$ cat config.mk
export PLATFORM = sky130hd
export DESIGN_NAME = hbfs_supervisor
export DESIGN_NICKNAME = d
export VERILOG_FILES = /design/src/verilog/hbfs_pkg.sv /design/src/verilog/hbfs_delay_timer.sv /design/src/verilog/hbfs_supervisor.sv
export SDC_FILE = /design/constraint.sdc
export NUM_CORES = 1
export LEC_CHECK = 0
export ABC_AREA = 1
export BUFFER_PORTS_ARGS = -buffer_cell sky130_fd_sc_hd__buf_2
export CORE_ASPECT_RATIO = 2
export CORE_UTILIZATION = 30
export CTS_BUF_LIST = sky130_fd_sc_hd__clkbuf_8
export CTS_CLUSTER_DIAMETER = 50
export DETAILED_ROUTE_END_ITERATION = 7
export PLACE_DENSITY = 0.5
export SYNTH_ARGS = -nofsm -noshare
export SYNTH_HDL_FRONTEND = slang
export SYNTH_HIERARCHICAL = 1
export SYNTH_SLANG_ARGS = --single-unit
$ cat constraint.sdc
create_clock -name i_ref_clk -period 5.2 [get_ports i_ref_clk]
set_input_delay 0.26 -clock i_ref_clk [delete_from_list [all_inputs] [get_ports i_ref_clk]]
set_output_delay 0.26 -clock i_ref_clk [all_outputs]
set_load 0.05 [all_outputs]
$ cat src/verilog/hbfs_pkg.sv
package hbfs_pkg;
    // Channels and channel groups
    localparam int NUM_CH = 8;
    localparam logic [7:0] GRP_LOW_MASK = 8'h3F;
    localparam logic [7:0] GRP_HIGH_MASK = 8'hC0;
    // Delay counts at 20 MHz (values are not fixed by the device)
    localparam int CLK_HZ = 20_000_000;
    localparam int OC_DELAY_NS = 10_000;
    localparam int UV_DELAY_NS = 100_000;
    localparam int UL_DELAY_NS = 200_000;
    localparam int OC_DELAY_CYC = (OC_DELAY_NS * (CLK_HZ / 1_000_000) + 999) / 1000;
    localparam int UV_DELAY_CYC = (UV_DELAY_NS * (CLK_HZ / 1_000_000) + 999) / 1000;
    localparam int UL_DELAY_CYC = (UL_DELAY_NS * (CLK_HZ / 1_000_000) + 999) / 1000;
    // Synchroniser vector layout
    localparam int SYNC_W = 38;
    localparam int S_CS = 37;
    localparam int S_EN = 36;
    localparam int S_VCC = 35;
    localparam int S_DIS = 34;
    localparam int S_OV = 33;
    localparam int S_UV = 32;
    localparam int S_WARN = 24;
    localparam int S_SHUT = 16;
    localparam int S_OC = 8;
    localparam int S_UL = 0;
    localparam logic [SYNC_W-1:0] SYNC_RST = 38'h20_0000_0000;
    typedef enum logic {HBFS_SLEEP, HBFS_RUN} hbfs_mode_t;
endpackage : hbfs_pkg

$ cat src/verilog/hbfs_delay_timer.sv
`timescale 1ns/1ps
module hbfs_delay_timer #(
    parameter int CYCLES = 200
) (
    input wire logic i_ref_clk,
    input wire logic i_sys_rst,
    input wire logic i_run,
    output logic o_expired
);
    import hbfs_pkg::*;
    localparam int W = $clog2(CYCLES + 1);
    localparam logic [W-1:0] LAST = W'(CYCLES);

    logic [W-1:0] cnt_q;
    logic [W-1:0] cnt_d;

    // Restarts whenever the condition goes away before expiry
    always_comb begin
        if (!i_run) begin
            cnt_d = '0;
        end else if (cnt_q != LAST) begin
            cnt_d = cnt_q + W'(1);
        end else begin
            cnt_d = cnt_q;
        end
    end

    always_ff @(posedge i_ref_clk or posedge i_sys_rst) begin
        if (i_sys_rst) begin
            cnt_q <= '0;
        end else begin
            cnt_q <= cnt_d;
        end
    end

    assign o_expired = i_run && (cnt_q == LAST);
endmodule : hbfs_delay_timer

$ cat src/verilog/hbfs_supervisor.sv
`timescale 1ns/1ps
module hbfs_supervisor #(
    parameter int OC_CYCLES = hbfs_pkg::OC_DELAY_CYC,
    parameter int UV_CYCLES = hbfs_pkg::UV_DELAY_CYC,
    parameter int UL_CYCLES = hbfs_pkg::UL_DELAY_CYC
) (
    input wire logic i_ref_clk,
    input wire logic i_sys_rst,
    input wire logic i_cs_n,
    input wire logic i_en_pin,
    input wire logic i_vcc_ok,
    input wire logic i_vs_discharge,
    input wire logic i_vs_overvolt,
    input wire logic i_vs_undervolt,
    input wire logic [hbfs_pkg::NUM_CH-1:0] i_temp_warn,
    input wire logic [hbfs_pkg::NUM_CH-1:0] i_temp_shut,
    input wire logic [hbfs_pkg::NUM_CH-1:0] i_overcur,
    input wire logic [hbfs_pkg::NUM_CH-1:0] i_underload,
    input wire logic i_fault_clear_command,
    input wire logic i_channel_group_select,
    input wire logic i_open_load_shutoff_enable,
    input wire logic i_overvoltage_shutoff_enable,
    input wire logic [hbfs_pkg::NUM_CH-1:0] i_drive_req,
    input wire logic [hbfs_pkg::NUM_CH-1:0] i_drive_hs,
    output logic [hbfs_pkg::NUM_CH-1:0] o_hb_active,
    output logic [hbfs_pkg::NUM_CH-1:0] o_hs_on,
    output logic [hbfs_pkg::NUM_CH-1:0] o_ls_on,
    output logic o_discharge_on,
    output logic o_thermal_shutdown_flag,
    output logic o_overcurrent_flag,
    output logic o_open_load_flag,
    output logic o_supply_fail_flag,
    output logic o_heat_warning_flag,
    output logic o_vcc_uv_flag,
    output logic o_serial_ignore,
    output logic o_regs_clear
);
    import hbfs_pkg::*;

    function automatic logic [NUM_CH-1:0] grp_mask(input logic sel);
        grp_mask = sel ? GRP_HIGH_MASK : GRP_LOW_MASK;
    endfunction : grp_mask

    // Two-stage synchroniser for the chip-select, enable, supply, discharge and per-channel sensor inputs
    logic [SYNC_W-1:0] s1_q;
    logic [SYNC_W-1:0] s1_d;
    logic [SYNC_W-1:0] s2_q;
    logic [SYNC_W-1:0] s2_d;
    logic cs_prev_q;
    logic cs_prev_d;
    always_comb begin
        s1_d = {i_cs_n, i_en_pin, i_vcc_ok, i_vs_discharge, i_vs_overvolt, i_vs_undervolt,
                i_temp_warn, i_temp_shut, i_overcur, i_underload};
        s2_d = s1_q;
        cs_prev_d = s2_q[S_CS];
    end

    always_ff @(posedge i_ref_clk or posedge i_sys_rst) begin
        if (i_sys_rst) begin
            s1_q <= SYNC_RST;
            s2_q <= SYNC_RST;
            cs_prev_q <= 1'b1;
        end else begin
            s1_q <= s1_d;
            s2_q <= s2_d;
            cs_prev_q <= cs_prev_d;
        end
    end

    logic en_s;
    logic vcc_s;
    logic [NUM_CH-1:0] warn_s;
    logic [NUM_CH-1:0] shut_s;
    logic [NUM_CH-1:0] oc_s;
    logic [NUM_CH-1:0] ul_s;
    assign en_s = s2_q[S_EN];
    assign vcc_s = s2_q[S_VCC];
    assign warn_s = s2_q[S_WARN +: NUM_CH];
    assign shut_s = s2_q[S_SHUT +: NUM_CH];
    assign oc_s = s2_q[S_OC +: NUM_CH];
    assign ul_s = s2_q[S_UL +: NUM_CH];

    // Delay timers
    logic [NUM_CH-1:0] oc_exp;
    logic uv_exp;
    logic ul_exp;
    genvar g;
    generate
        for (g = 0; g < NUM_CH; g++) begin : g_oc
            hbfs_delay_timer #(.CYCLES(OC_CYCLES)) u_oc_timer (
                .i_ref_clk(i_ref_clk),
                .i_sys_rst(i_sys_rst),
                .i_run(oc_s[g]),
                .o_expired(oc_exp[g])
            );
        end
    endgenerate

    hbfs_delay_timer #(.CYCLES(UV_CYCLES)) u_uv_timer (
        .i_ref_clk(i_ref_clk),
        .i_sys_rst(i_sys_rst),
        .i_run(s2_q[S_UV]),
        .o_expired(uv_exp)
    );

    logic [NUM_CH-1:0] ul_live;
    assign ul_live = ul_s & o_ls_on;
    // One shared timer: later channels see only the remaining delay
    hbfs_delay_timer #(.CYCLES(UL_CYCLES)) u_ul_timer (
        .i_ref_clk(i_ref_clk),
        .i_sys_rst(i_sys_rst),
        .i_run(|ul_live),
        .o_expired(ul_exp)
    );

    // Supervisor state
    hbfs_mode_t mode_q;
    hbfs_mode_t mode_d;
    logic [NUM_CH-1:0] tsd_q;
    logic [NUM_CH-1:0] tsd_d;
    logic [NUM_CH-1:0] ocl_q;
    logic [NUM_CH-1:0] ocl_d;
    logic [NUM_CH-1:0] ol_q;
    logic [NUM_CH-1:0] ol_d;
    logic [NUM_CH-1:0] olo_q;
    logic [NUM_CH-1:0] olo_d;
    logic [NUM_CH-1:0] act_d;
    logic [NUM_CH-1:0] hs_d;
    logic [NUM_CH-1:0] ls_d;
    logic dis_d;
    logic sfail_d;
    logic tw_d;
    logic tsf_d;
    logic ocf_d;
    logic olf_d;
    logic vuv_d;
    logic ign_d;
    logic rclr_d;

    logic run;
    logic cs_rise;
    logic clr;
    logic global_off;
    logic [NUM_CH-1:0] clr_mask;
    logic [NUM_CH-1:0] ol_set;
    logic [NUM_CH-1:0] sel_mask;

    always_comb begin
        run = en_s && vcc_s;
        mode_d = run ? HBFS_RUN : HBFS_SLEEP;
        cs_rise = s2_q[S_CS] && !cs_prev_q;
        // Clear executes only at chip-select rising edge, and only when serial is alive
        clr = (mode_q == HBFS_RUN) && cs_rise && i_fault_clear_command;
        clr_mask = clr ? grp_mask(i_channel_group_select) : '0;
        sel_mask = grp_mask(i_channel_group_select);
        ol_set = ul_live & {NUM_CH{ul_exp}};
        if (!run) begin
            tsd_d = '0;
            ocl_d = '0;
            ol_d = '0;
            olo_d = '0;
        end else begin
            tsd_d = (tsd_q & ~(clr_mask & ~shut_s)) | shut_s;
            ocl_d = (ocl_q & ~clr_mask) | oc_exp;
            ol_d = (ol_q & ~clr_mask) | ol_set;
            olo_d = (olo_q & ~clr_mask)
                  | (ol_set & {NUM_CH{i_open_load_shutoff_enable}}
                     & grp_mask(i_channel_group_select));
        end
        global_off = !run || uv_exp || (s2_q[S_OV] && i_overvoltage_shutoff_enable);
        // Unlatched lockouts fall back to the requested drive
        act_d = i_drive_req & ~tsd_d & ~ocl_d & ~olo_d & ~{NUM_CH{global_off}};
        hs_d = act_d & i_drive_hs;
        ls_d = act_d & ~i_drive_hs;
        dis_d = s2_q[S_DIS];
        sfail_d = run && (s2_q[S_OV] || uv_exp);
        tw_d = run && |(warn_s | shut_s | tsd_d);
        tsf_d = |(tsd_d & grp_mask(i_channel_group_select));
        ocf_d = |(ocl_d & grp_mask(i_channel_group_select));
        olf_d = |(ol_d & grp_mask(i_channel_group_select));
        vuv_d = !vcc_s;
        ign_d = !vcc_s;
        rclr_d = !run;
    end

    always_ff @(posedge i_ref_clk or posedge i_sys_rst) begin
        if (i_sys_rst) begin
            mode_q <= HBFS_SLEEP;
            tsd_q <= '0;
            ocl_q <= '0;
            ol_q <= '0;
            olo_q <= '0;
            o_hb_active <= '0;
            o_hs_on <= '0;
            o_ls_on <= '0;
            o_discharge_on <= 1'b0;
            o_supply_fail_flag <= 1'b0;
            o_heat_warning_flag <= 1'b0;
            o_thermal_shutdown_flag <= 1'b0;
            o_overcurrent_flag <= 1'b0;
            o_open_load_flag <= 1'b0;
            o_vcc_uv_flag <= 1'b0;
            o_serial_ignore <= 1'b1;
            o_regs_clear <= 1'b1;
        end else begin
            mode_q <= mode_d;
            tsd_q <= tsd_d;
            ocl_q <= ocl_d;
            ol_q <= ol_d;
            olo_q <= olo_d;
            o_hb_active <= act_d;
            o_hs_on <= hs_d;
            o_ls_on <= ls_d;
            o_discharge_on <= dis_d;
            o_supply_fail_flag <= sfail_d;
            o_heat_warning_flag <= tw_d;
            o_thermal_shutdown_flag <= tsf_d;
            o_overcurrent_flag <= ocf_d;
            o_open_load_flag <= olf_d;
            o_vcc_uv_flag <= vuv_d;
            o_serial_ignore <= ign_d;
            o_regs_clear <= rclr_d;
        end
    end
endmodule : hbfs_supervisor
; Word-level counts from Yosys, hierarchy flattened
; Index checks and enable logic that the tools add are counted.
[op_classes]
n_mul = 0
order_cmp = 0
bitwise = 32
n_div = 0
add_sub_neg = 10
n_mux = 27
reduce_logical = 28
n_eq_ne = 30
shift = 0
[ops]
columns = op, count
row1 = 8-bit two-way mux, 22
row2 = 8-bit AND, 18
row3 = 8-bit by 1-bit adder with 8-bit output (second input constant), 8
row4 = 8-bit equality test (second input constant), 8
row5 = 8-bit inequality test (second input constant), 8
row6 = 8-bit NOT, 8
row7 = 8-bit OR, 6
row8 = 8-bit OR reduction, 5
row9 = 12-bit two-way mux, 2
row10 = 11-bit two-way mux, 2
row11 = 2-bit by 1-bit inequality test with 1-bit output (second input constant), 9
row12 = 1-bit logical AND, 17
row13 = 12-bit by 1-bit adder with 12-bit output (second input constant), 1
row14 = 12-bit equality test (second input constant), 1
row15 = 12-bit inequality test (second input constant), 1
row16 = 11-bit by 1-bit adder with 11-bit output (second input constant), 1
row17 = 11-bit equality test (second input constant), 1
row18 = 11-bit inequality test (second input constant), 1
row19 = 1-bit zero test, 3
row20 = 1-bit logical OR, 3
row21 = 2-bit inequality test (second input constant), 1
row22 = 1-bit two-way mux, 1
[word_totals]
inputBits = 60
latchBits = 0
regBits = 230
memories = 0
wordCells = 157
mem_bits_ro = 0
out_inout_bits = 33
ramBits = 0

; Longest topological paths before layout
; Gate-level depths: netlist of run 1.
[logic_depth]
ltp_word = 16
depth_mapped = 15
mapped_depth_nobuf = 14

; Hierarchy
; The synthesis of run 1 kept the hierarchy.
[by_module_without_submodules]
columns = module, area_each_um2, seq_area_each_um2, cells_each, instances
row1 = hbfs_supervisor, 4779.6, 3584.7, 410, 1
row2 = hbfs_delay_timer at g_oc[1].u_oc_timer ..., 485.5, 200.2, 69, 7
row3 = hbfs_delay_timer at u_ul_timer, 765.7, 300.3, 108, 1
row4 = hbfs_delay_timer at u_uv_timer, 635.6, 275.3, 83, 1
row5 = hbfs_delay_timer at g_oc[0].u_oc_timer, 509.2, 200.2, 73, 1

; Worst setup path after synthesis of run 1
; Ideal clock, no wire load.
[synth_path]
path_type = flip-flop to flip-flop
from = register o_ls_on[7] (netlist name)
to = register o_ls_on[0] (netlist name)
n_path_buf = 1
synth_period_minus_slack_ps = 2158
arrival_ps = 2030
required_time_ps = 5072
slack_ps = 3042
setup_time_ps = 128
stages_incl_launch_ff = 13
path_cell_list = dfrtp_1 -> nand2_1 -> nand4_1 -> a2111o_1 -> inv_1 -> nor3_1 -> buf_2 -> nand3_1 -> or2_2 -> nand2_1 -> nand2_1 -> nand3_1 -> nor3_1
[synth_between]
elab_chain_cells = 12
[synth_lines]
columns = item, line
row1 = start: declaration, hbfs_supervisor.sv:27  ; output logic [hbfs_pkg::NUM_CH-1:0] o_ls_on,
row2 = start signal: assignment, hbfs_supervisor.sv:213  ; o_ls_on <= ls_d;
row3 = 8-bit AND, hbfs_supervisor.sv:107  ; assign ul_live = ul_s & o_ls_on;
row4 = 8-bit OR reduction, hbfs_supervisor.sv:112  ; .i_run(|ul_live),
row5 = 1-bit logical AND, hbfs_delay_timer.sv:36  ; assign o_expired = i_run && (cnt_q == LAST);
row6 = named net ul_exp, hbfs_supervisor.sv:86  ; logic ul_exp;
row7 = 8-bit AND, hbfs_supervisor.sv:156  ; ol_set = ul_live & {NUM_CH{ul_exp}};
row8 = 8-bit AND, hbfs_supervisor.sv:167  ; | (ol_set & {NUM_CH{i_open_load_shutoff_enable}}
row9 = 8-bit AND, hbfs_supervisor.sv:168  ; & grp_mask(i_channel_group_select));
row10 = 8-bit OR, hbfs_supervisor.sv:167
row11 = 8-bit two-way mux, hbfs_supervisor.sv:157  ; if (!run) begin
row12 = 8-bit NOT, hbfs_supervisor.sv:172  ; act_d = i_drive_req & ~tsd_d & ~ocl_d & ~olo_d & ~{NUM_CH{global_off}};
row13 = 8-bit AND (2 in a row), hbfs_supervisor.sv:172
row14 = 8-bit AND, hbfs_supervisor.sv:174  ; ls_d = act_d & ~i_drive_hs;
row15 = named net ls_d[0], hbfs_supervisor.sv:129  ; logic [NUM_CH-1:0] ls_d;
; The timed path passes the listed nets, and every way through them passes these cells.
; A chain may end at the register's enable or synchronous reset.

; Final worst setup path of run 1
[layout_path]
from = register o_ls_on[5] (netlist name)
to = register o_ls_on[5] (netlist name)
; Same word-level chain as after synthesis.

==> run metrics, run 1 <==
status=finished clean; Starting DRT DRC Count=roughly 250; Final Power=3.635 mW; Switching Fraction=0.2555; Seq cells post-synth=230; leak pwr=6.226 nW; FMAX=366.7 MHz; layer with the highest usage=met2; gp weighted congestion=0.8118; post-synthesis simple-gate area fraction=0.2671; worst-margin pin slew=0.9160 ns; mapped cell area=0.01009 mm^2; Synth Instances=1157; DIE AREA=0.03441 mm^2; post-cts sizing count=0; post-route minimum period=roughly 2.7 ns; Area Overhead vs Synth=21.24%; Die X=around 130 um; Post-synth EDFFs=0; CTS Buf Count=35; Clock Path Buffers=3; Vias/cell=4.320; worst-skew pair later-pin latency=0.55 ns; largest family of logic cells by synthesized area=simple AND/OR/NAND/NOR gates; Starting Density=0.3053; fin util=0.3701; WL per Instance=between 10 and 15 um; cell mode on critical path=nand2_1; largest net degree at the start of global routing=100; via count=~7700; Slew headroom=0.3893; maximum VDD drop=between 0.2 and 0.25 mV; IO buf count=slightly above 90; Global Route Usage Sum=0.1443; setup total negative slack=0 ns; total gr overflow=0; H-tree levels=2; Post-synth ARST share=1.000; critical path launch point type=register; clock root cell=clkbuf_8; P_int=2.706 mW; Slowest-stage cell, CP=a2111o_1; CP Data Required Time=approximately 5.7 ns; Sequential Power Share=0.522; met1 Usage GRT=0.1477; crit path max fanout=15; Cell variety after synth=37; Clk network pwr share=0.407; CTS tree=yes; Routed WL=23580 um; commonest non-fill, non-tap cell in the layout=nand2_1; HP Class=input pin to register; RSZ-0062 raised after global routing=false; hpwl dp=between 15000 and 20000 um; Worst-path clk slew=0.06 ns; xor and xnor fraction of the mapped netlist area=0.01042; first-pass GRT wire length=39170 um; adder and majority gate portion of the synthesized area=0.02480; Post-Syn Nets=1237; First-pass DRT Iterations=4; Syn Area/Cell=8.719 um^2; die height=261.3 um; DRT antenna net count=0; Worst Path Arrival=approximately 3.2 ns; final net count=approximately 1400; clk sink count=230; CP endpoint kind=register; clock skew=~0.014 ns; max-slew violations=0; commonest non-fill, non-tap cells in the layout=nand2_1 (251), dfrtp_1 (225), inv_1 (192); layout cells sized above 1=0.1529; Setup Crit Path Kind=register to register; Min Hold Slack=between 0.03 and 0.04 ns; Sw Pwr=0.9287 mW; PwrDens=297.2 mW/mm^2; CP cell instances=nand2_1 -> nand4_1 -> a2111o_1 -> inv_1 -> nor3_1 -> buf_4 -> inv_1 -> nor2_1 -> nand2_1 -> nand2_1 -> nand2_1 -> nand3_1 -> nor3_1 -> dlygate4sd3_1; vias in the first global route=8030; mux contribution to synthesized area=0; area of the core=between 0.03 and 0.04 mm^2; Comb power frac=0.070; endpoints failing setup=0; CP peak stage delay=around 0.57 ns; met2 Usage GRT=0.2819; maxcap violations=0; top_reg_cell synth=dfrtp_1; Site Rows=94; residual DRC count=0; met3 Use GR=0.02439; yosys warns=6; Compound-Gate Fraction of Synth Area=0.04638; Final Hold Fails=0; Final Cycle Share=0.5245; fillers=3377; initial antenna violation count=1; register area share after synthesis=0.5711; # IOs=93
## metrics by stage
| step | cells | setup WS (ns) | cell area (um^2) |
|---|---|---|---|
| final | 1780 | 2.473 | 12230 |
| after global routing | 1780 | 2.236 | 12230 |
| after detailed placement | 1664 | 2.869 | 11000 |
| after global placement | 1664 | 2.884 | 11000 |
| after CTS | 1779 | 2.451 | 12230 |
| after floorplan | 1157 | 1.110 | 10090 |
## area by class of cell
| cell class | count | area (um^2) | share of cell area |
|---|---|---|---|
| Antenna cell | 1 | 2.502 | 0.0002046 |
| Clock buffer | 44 | 605.6 | 0.04951 |
| Clock inverter | 17 | 80.08 | 0.006547 |
| Inverter | 187 | 706.9 | 0.05779 |
| Multi-Input combinational cell | 721 | 3518 | 0.2876 |
| Sequential cell | 230 | 5762 | 0.4711 |
| Tap cell | 432 | 540.5 | 0.04419 |
| Timing Repair Buffer | 148 | 1016 | 0.08306 |
## layer usage
metal | wire length, um | vias to the layer above | share of wire
met1 | 8966 | 3602 | 0.38
met3 | 925 | 47 | 0.039
met2 | 12900 | 131 | 0.55
li1 | - | 3910 | -
met5 | 0 | - | 0
met4 | 782 | 0 | 0.033
## sequential cells by signal, summed over array words and instances (netlist names)
name	flops
o_supply_fail_flag	1
ocl_q	8
o_hb_active	8
o_serial_ignore	1
u_uv_timer/cnt_q	11
o_overcurrent_flag	1
o_open_load_flag	1
o_ls_on	8
olo_q	8
o_hs_on	8
cs_prev_q	1
o_vcc_uv_flag	1
u_ul_timer/cnt_q	12
mode_q	1
s2_q	38
o_discharge_on	1
s1_q	38
g_oc.u_oc_timer/cnt_q	64
o_heat_warning_flag	1
o_regs_clear	1
o_thermal_shutdown_flag	1
tsd_q	8
ol_q	8
## repair_timing
item                                   4_1_cts  5_1_grt
hold buffers                                54        0
buffers inserted                             0        0
endpoints found under the hold margin      143        0
## cell families after synthesis
kind of cell / count (synthesis)
AND/OR/NAND/NOR: 600
adder cells (fa/ha/maj): 20
AO/OA/AOI/OAI: 89
flip-flops: 230
buffers and inverters: 206
XOR/XNOR: 12
## Yosys cell counts (5+ instances only)
| cell | number | area (um^2) |
|---|---|---|
| nor2_2 | 5 | 31.28 |
| a21oi_1 | 58 | 290.3 |
| inv_1 | 183 | 686.9 |
| nor2_4 | 14 | 157.7 |
| nand2_2 | 20 | 125.1 |
| nor3_1 | 14 | 70.07 |
| nand3_1 | 119 | 595.6 |
| o21ai_0 | 23 | 115.1 |
| buf_2 | 13 | 65.06 |
| dfrtp_1 | 225 | 5630 |
| dfstp_2 | 5 | 131.4 |
| nand2_1 | 251 | 942.2 |
| nor2_1 | 153 | 574.3 |
| xor2_1 | 11 | 96.34 |
| nand4_1 | 7 | 43.79 |
| ha_1 | 20 | 250.2 |
## worst paths after layout
path	from	end	slack, ns	cells past startpoint
setup / recovery	o_ls_on[5]$_DFF_PP0_	o_ls_on[5]$_DFF_PP0_	2.47	14
hold / removal	i_drive_req[3]	o_hb_active[3]$_DFF_PP0_	0.03	3
setup reg to reg	o_ls_on[5]$_DFF_PP0_	o_ls_on[5]$_DFF_PP0_	2.47	14
hold reg to reg	s1_q[26]$_DFF_PP0_	s2_q[26]$_DFF_PP0_	0.34	0
max in group asynchronous	i_sys_rst	s2_q[12]$_DFF_PP0_	3.41	4
min in group asynchronous	i_sys_rst	g_oc[0].u_oc_timer/cnt_q[0]$_DFFE_PP0P_	0.42	3
## power by group through the flow
stage | clock network (mW) | registers [mW] | logic (mW)
floorplan | 0 | 1.94 | 0.137
global placement | 0 | 1.93 | 0.230
detailed placement | 0 | 1.93 | 0.232
CTS | 1.56 | 1.90 | 0.264
global route | 1.62 | 1.91 | 0.292
finish | 1.48 | 1.90 | 0.256
## worst max-delay path, delay by kind of cell, from the launching register on
| family | cells | cell delay (ns) |
|---|---|---|
| buffers and inverters | 4 | 0.90 |
| flip-flops | 1 | 0.38 |
| AO/OA/AOI/OAI | 1 | 0.57 |
| AND/OR/NAND/NOR | 9 | 0.81 |
(Power assumes the default switching activity.)
==> run 2: changes to the inputs <==
--- a/config.mk
+++ b/config.mk
@@ -12,7 +12,7 @@
 export CTS_BUF_LIST = sky130_fd_sc_hd__clkbuf_8
 export CTS_CLUSTER_DIAMETER = 50
 export DETAILED_ROUTE_END_ITERATION = 7
-export PLACE_DENSITY = 0.5
+export PLACE_DENSITY = 0.52
 export SYNTH_ARGS = -nofsm -noshare
 export SYNTH_HDL_FRONTEND = slang
 export SYNTH_HIERARCHICAL = 1
==> constraint.sdc (replaced) <==
create_clock -name i_ref_clk -period 2.5 [get_ports i_ref_clk]
set_input_delay 0.125 -clock i_ref_clk [delete_from_list [all_inputs] [get_ports i_ref_clk]]
set_output_delay 0.125 -clock i_ref_clk [all_outputs]
set_load 0.05 [all_outputs]
==> run metrics, run 2 (synthesis gave the netlist of run 1 again) <==
reg2reg start=u_ul_timer/cnt_q[0]$_DFFE_PP0P_; FF-to-FF setup slack=around 0.18 ns; initial antenna violation count=1; FMAX=431.0 MHz; Setup Crit Path Kind=register to register; P_int=approximately 5.8 mW; Comb power frac=0.072; Slew headroom=0.6541; maximum VDD drop=0.4479 mV; WL per Instance=13.24 um; hpwl dp=17220 um; die height=261.3 um; HP Class=input pin to register; Starting DRT DRC Count=~370; CP peak stage delay=about 0.55 ns; Worst Path Arrival=2.74 ns; setup total negative slack=0 ns; Starting Density=0.3053; vias in the first global route=7962; CP Data Required Time=2.92 ns; Area Overhead vs Synth=23.19%; Site Rows=94; worst-skew pair later-pin latency=about 0.54 ns; Vias/cell=4.325; endpoints failing setup=0; Global Route Usage Sum=0.1433; most flop-heavy register=g_oc.u_oc_timer/cnt_q; commonest non-fill, non-tap cells in the layout=nand2_1 (251), dfrtp_1 (225), inv_1 (192); fin util=0.3761; CTS tree=yes; residual DRC count=0; worst-margin pin slew=0.5182 ns; Final Power=~7.7 mW; layout cells sized above 1=0.1615; clock skew=0.01353 ns; Final Hold Fails=0; RSZ-0062 raised after global routing=false; IO buf count=a little over 90; first-pass GRT wire length=roughly 39000 um; Worst-path clk slew=~0.070 ns; status=finished clean; final net count=1414; Slowest-stage cell, CP=dlygate4sd3_1; number of flip-flops in the largest register=64; r2r endpoint=o_ls_on[2]$_DFF_PP0_; total gr overflow=0; max-slew violations=0; Sw Pwr=1.949 mW; critical path startpoint=u_ul_timer/cnt_q[0]$_DFFE_PP0P_; # IOs=93; maxcap violations=0; largest net degree at the start of global routing=46; CP endpoint kind=register; area of the core=0.03305 mm^2; First-pass DRT Iterations=4; Clk network pwr share=0.417; CTS Buf Count=36; Clock Path Buffers=3; DRT antenna net count=0; gp weighted congestion=between 0.8 and 0.9; PwrDens=622.2 mW/mm^2; H-tree levels=2; top flop regs=g_oc.u_oc_timer/cnt_q: 64 flops, s1_q: 38 flops, s2_q: 38 flops; via count=7764; crit path max fanout=5; post-route minimum period=2.320 ns; leak pwr=6.311 nW; clock root cell=clkbuf_8; clk sink count=230; CP cell instances=inv_2 -> ha_1 -> inv_1 -> nor3_1 -> nand2_1 -> nor3_1 -> buf_4 -> nand3_1 -> nand2_1 -> nand2_1 -> nand3_2 -> nor3_1 -> dlygate4sd3_1; Routed WL=23770 um; DIE AREA=0.03441 mm^2; critical path launch point type=register; fillers=3346; crit path capture=o_ls_on[2]$_DFF_PP0_; Final Cycle Share=0.9281; Die X=131.7 um; commonest non-fill, non-tap cell in the layout=nand2_1; Reg2Reg Depth=13; Switching Fraction=0.2521; Sequential Power Share=0.511
run 2: cell count changes in the layout (fill, tap and decap cells not counted), sizes merged:
cell / previous run / this run
clkbuf: 44 / 48
inv: 197 / 195
clkinv: 4 / 7
dlygate4sd3: 54 / 58
buf: 94 / 100
run 2: power by group through the flow:
stage	Clock (mW)	Sequential (mW)	Combinational [mW]
2_1_floorplan	0	4.04	0.286
3_3_place_gp	0	4.02	0.493
3_5_place_dp	0	4.02	0.499
4_1_cts	3.39	3.95	0.571
5_1_grt	3.52	3.97	0.631
6_report	3.22	3.95	0.559
run 2: timing repair:
action	4_1_cts	5_1_grt
setup buffers	0	1
hold endpoints to repair	161	0
setup endpoints to repair	0	1
resized for setup	0	5
hold buffers	58	0
run 2: layout make-up:
type | instances | area [um^2] | area share
Clock inverter | 18 | 82.58 | 0.006645
Clock buffer | 48 | 660.6 | 0.05316
Antenna cell | 1 | 2.502 | 0.0002013
Timing Repair Buffer | 158 | 1139 | 0.09161
Tap cell | 432 | 540.5 | 0.04349
Sequential cell | 230 | 5762 | 0.4636
Multi-Input combinational cell | 721 | 3531 | 0.2841
Inverter | 187 | 710.7 | 0.05718
run 2: worst min path at each step:
stage | startpoint | endpoint | slack [ns] | cells after the start
final | i_underload[1] | s1_q[1]$_DFF_PP0_ | 0.23 | 2
after detailed placement | i_cs_n | s1_q[37]$_DFF_PP1_ | 0.23 | 1
after global placement | i_temp_warn[5] | s1_q[29]$_DFF_PP0_ | 0.23 | 1
after CTS | i_vcc_ok | s1_q[35]$_DFF_PP0_ | 0.18 | 2
after global routing | i_vs_overvolt | s1_q[33]$_DFF_PP0_ | 0.20 | 2
after floorplan | i_sys_rst | g_oc[0].u_oc_timer/cnt_q[0]$_DFFE_PP0P_ | -0.06 | 1
run 2: stage by stage:
stage	setup WS, ns	cells	area (um^2)	hold WS (ns)
after global placement	0.3449	1669	11080	0.2332
after global routing	0.01997	1795	12430	0.1963
after CTS	0.03460	1793	12400	0.1835
after detailed placement	0.3182	1669	11080	0.2316
final	0.1798	1795	12430	0.2275
after floorplan	0.3422	1157	10090	-0.05934
run 2: per-layer routing:
layer  GRT usage  vias up  part of all wire
li1            -     3934                 -
met5           0        -                 0
met2      0.2773      134              0.54
met3     0.02594       45             0.037
met1      0.1478     3651              0.38
met4     0.06654        0             0.035
run 2: critical path, delay by kind of cell, from the launching register on:
family | cells | cell delay (ns)
and+or+nand+nor | 8 | 0.76
buffers and inverters | 4 | 0.85
DFF | 1 | 0.43
adders and majority gates | 1 | 0.17
==> run 3: changes to the inputs <==
--- a/config.mk
+++ b/config.mk
@@ -5,7 +5,6 @@
 export SDC_FILE = /design/constraint.sdc
 export NUM_CORES = 1
 export LEC_CHECK = 0
-export ABC_AREA = 1
 export BUFFER_PORTS_ARGS = -buffer_cell sky130_fd_sc_hd__buf_2
 export CORE_ASPECT_RATIO = 2
 export CORE_UTILIZATION = 30
==> run metrics, run 3 <==
status=finished clean; Final Cycle Share=0.8996; Global Route Usage Sum=0.1536; Syn Area/Cell=11.19 um^2; post-route minimum period=2.249 ns; total gr overflow=0; Starting DRT DRC Count=approximately 240; yosys warns=6; mapped cell area=0.009425 mm^2; First-pass DRT Iterations=5; Slew headroom=0.6159; fin cells=1462; leak pwr=5.172 nW; CTS Buf Count=35; # IOs=between 90 and 100; Clock Path Buffers=3; residual DRC count=0; worst-margin pin slew=about 0.57 ns; PwrDens=637.4 mW/mm^2; most numerous cell in the Yosys netlist=dfrtp_1; largest net degree at the start of global routing=64; most frequent cells after synthesis=dfrtp_1 (225), nand2_1 (112), nor2_1 (57); Seq cells post-synth=230; initial antenna violation count=2; hpwl dp=roughly 17000 um; commonest non-fill, non-tap cells in the layout=dfrtp_1 (225), nand2_1 (112), buf_2 (92); IO buf count=92; Clk network pwr share=0.399; first-pass GRT wire length=38100 um; Placed Instances=around 1300; Multi-input gate area=roughly 0.0034 mm^2; Worst Path Arrival=2.65 ns; max-slew violations=0; commonest non-fill, non-tap cell in the layout=dfrtp_1; maximum VDD drop=0.3359 mV; clock root cell=clkbuf_8; top_reg_cell synth=dfrtp_1; CP Data Required Time=2.90 ns; DRT antenna net count=0; CP endpoint kind=register; post-synth top area cell=dfrtp_1; Starting Density=0.3055; via count=6825; H-tree levels=2; RSZ-0062 raised after global routing=false; top-area cell type share of the netlist area=0.5974; Sw Pwr=1.870 mW; final net count=1100; DIE AREA=0.03217 mm^2; Switching Fraction=0.2513; Synth Instances=842; Final Hold Fails=0; P_int=5.571 mW; Post-synth ARST share=1.000; top flop regs=g_oc.u_oc_timer/cnt_q: 64 flops, s1_q: 38 flops, s2_q: 38 flops; Vias/cell=4.668; crit path max fanout=6; die height=roughly 250 um; most flop-heavy register=g_oc.u_oc_timer/cnt_q; Setup Fix Bufs, Post-CTS=0; Seq. cell area=0.005762 mm^2; worst-skew pair later-pin latency=0.53 ns; Worst-path clk slew=0.07 ns; layout cells sized above 1=0.1823; Post-Syn Nets=922; maxcap violations=0; gp weighted congestion=0.7799; clk sink count=230; Cell variety after synth=56; vias in the first global route=between 7000 and 8000; critical path launch point type=register; area of the core=approximately 0.03 mm^2; Routed WL=23640 um; Comb power frac=0.069; endpoints failing setup=0; register area share after synthesis=0.6113; CTS tree=yes; Setup Crit Path Kind=register to register; Area Overhead vs Synth=23.86%; Sequential Power Share=0.533; clock skew=0.03301 ns; fillers=3080; Site Rows=91; WL per Instance=about 16 um; HP Class=input pin to register; FMAX=444.6 MHz; Synth area leaders=dfrtp_1 (60%), nand2_1 (4.5%), mux2i_1 (3.0%); Die X=~130 um; number of flip-flops in the largest register=64; Post-synth EDFFs=0; setup total negative slack=0 ns
[run 3: cell count changes in the layout (fill, tap and decap cells not counted), moves of 17 or more]
cell / delta
inv_1: -141
nand2_1: -139
mux2i_1: +28
a21oi_1: -17
nand3_1: -76
nor2_1: -95
or3_1: +19
nand2_2: -20
[run 3: path summary, 6_finish.rpt]
path | startpoint | to | slack (ns) | depth (start not counted)
max in group asynchronous | i_sys_rst | o_serial_ignore$_DFF_PP1_ | 1.37 | 4
hold / removal | i_drive_req[5] | o_hb_active[5]$_DFF_PP0_ | 0.03 | 4
setup reg to reg | u_ul_timer/cnt_q[3]$_DFFE_PP0P_ | o_ls_on[4]$_DFF_PP0_ | 0.25 | 6
min in group asynchronous | i_sys_rst | g_oc[5].u_oc_timer/cnt_q[5]$_DFFE_PP0P_ | 0.29 | 3
hold reg to reg | s1_q[24]$_DFF_PP0_ | s2_q[24]$_DFF_PP0_ | 0.33 | 0
setup / recovery | u_ul_timer/cnt_q[3]$_DFFE_PP0P_ | o_ls_on[4]$_DFF_PP0_ | 0.25 | 6
[run 3: worst max-delay path: stages (launching register included)]
cell     delay (ns)
dfrtp_1        0.43
or3b_1         0.46
nor4_1         0.34
and3b_1        0.36
nand3_1        0.14
a31oi_1        0.29
nor3_1         0.09
[run 3: area by class of cell]
| class | count | area share |
|---|---|---|
| sequential | 230 | 0.4936 |
| multi-input combinational | 549 | 0.2928 |
| timing repair buffer | 163 | 0.09904 |
| clock buffer | 42 | 0.04952 |
| tap | 418 | 0.04480 |
| inverter | 41 | 0.01350 |
| clock inverter | 17 | 0.006324 |
| antenna | 2 | 0.0004287 |
[run 3: what timing repair did]
action | in CTS | in global routing
resized for setup | 0 | 0
hold buffers | 55 | 0
hold endpoints to repair | 165 | 0
[run 3: metal layers]
metal	track usage	wire (um)
met5	0	0
met4	0.08401	1104
met3	0.02646	954
met2	0.2982	13320
met1	0.1502	8253
[run 3: cells by family (layout without fill, tap and decap cells)]
group,after synthesis,after routing,share of synthesized area
AND/OR/NAND/NOR,348,348,0.1950
flip-flops,230,230,0.6113
adder cells (fa/ha/maj),20,20,0.02655
AO/OA/AOI/OAI,126,126,0.08629
other,0,2,0
XOR/XNOR,27,27,0.02509
multiplexers,28,28,0.02974
buffers and inverters,63,263,0.02602
[run 3: per-stage QoR]
step	total power [mW]	area (um^2)	worst slack (ns)	util	hold slack [ns]
finish	7.440	11670	0.2510	0.3783	0.03430
global route	7.788	11670	0.02953	0.3782	0.03484
CTS	7.589	11670	0.2338	0.3782	0.004669
global placement	4.484	10470	0.2975	0.3392	0.2327
floorplan	4.285	9429	0.09120	-	-0.05934
detailed placement	4.487	10470	0.2563	0.3392	0.2343
[run 3: power by group through the flow]
stage | Combinational, mW | Sequential, mW | Clock [mW]
2_1_floorplan | 0.239 | 4.05 | 0
3_3_place_gp | 0.452 | 4.03 | 0
3_5_place_dp | 0.454 | 4.03 | 0
4_1_cts | 0.525 | 3.96 | 3.10
5_1_grt | 0.572 | 3.98 | 3.24
6_report | 0.511 | 3.96 | 2.97
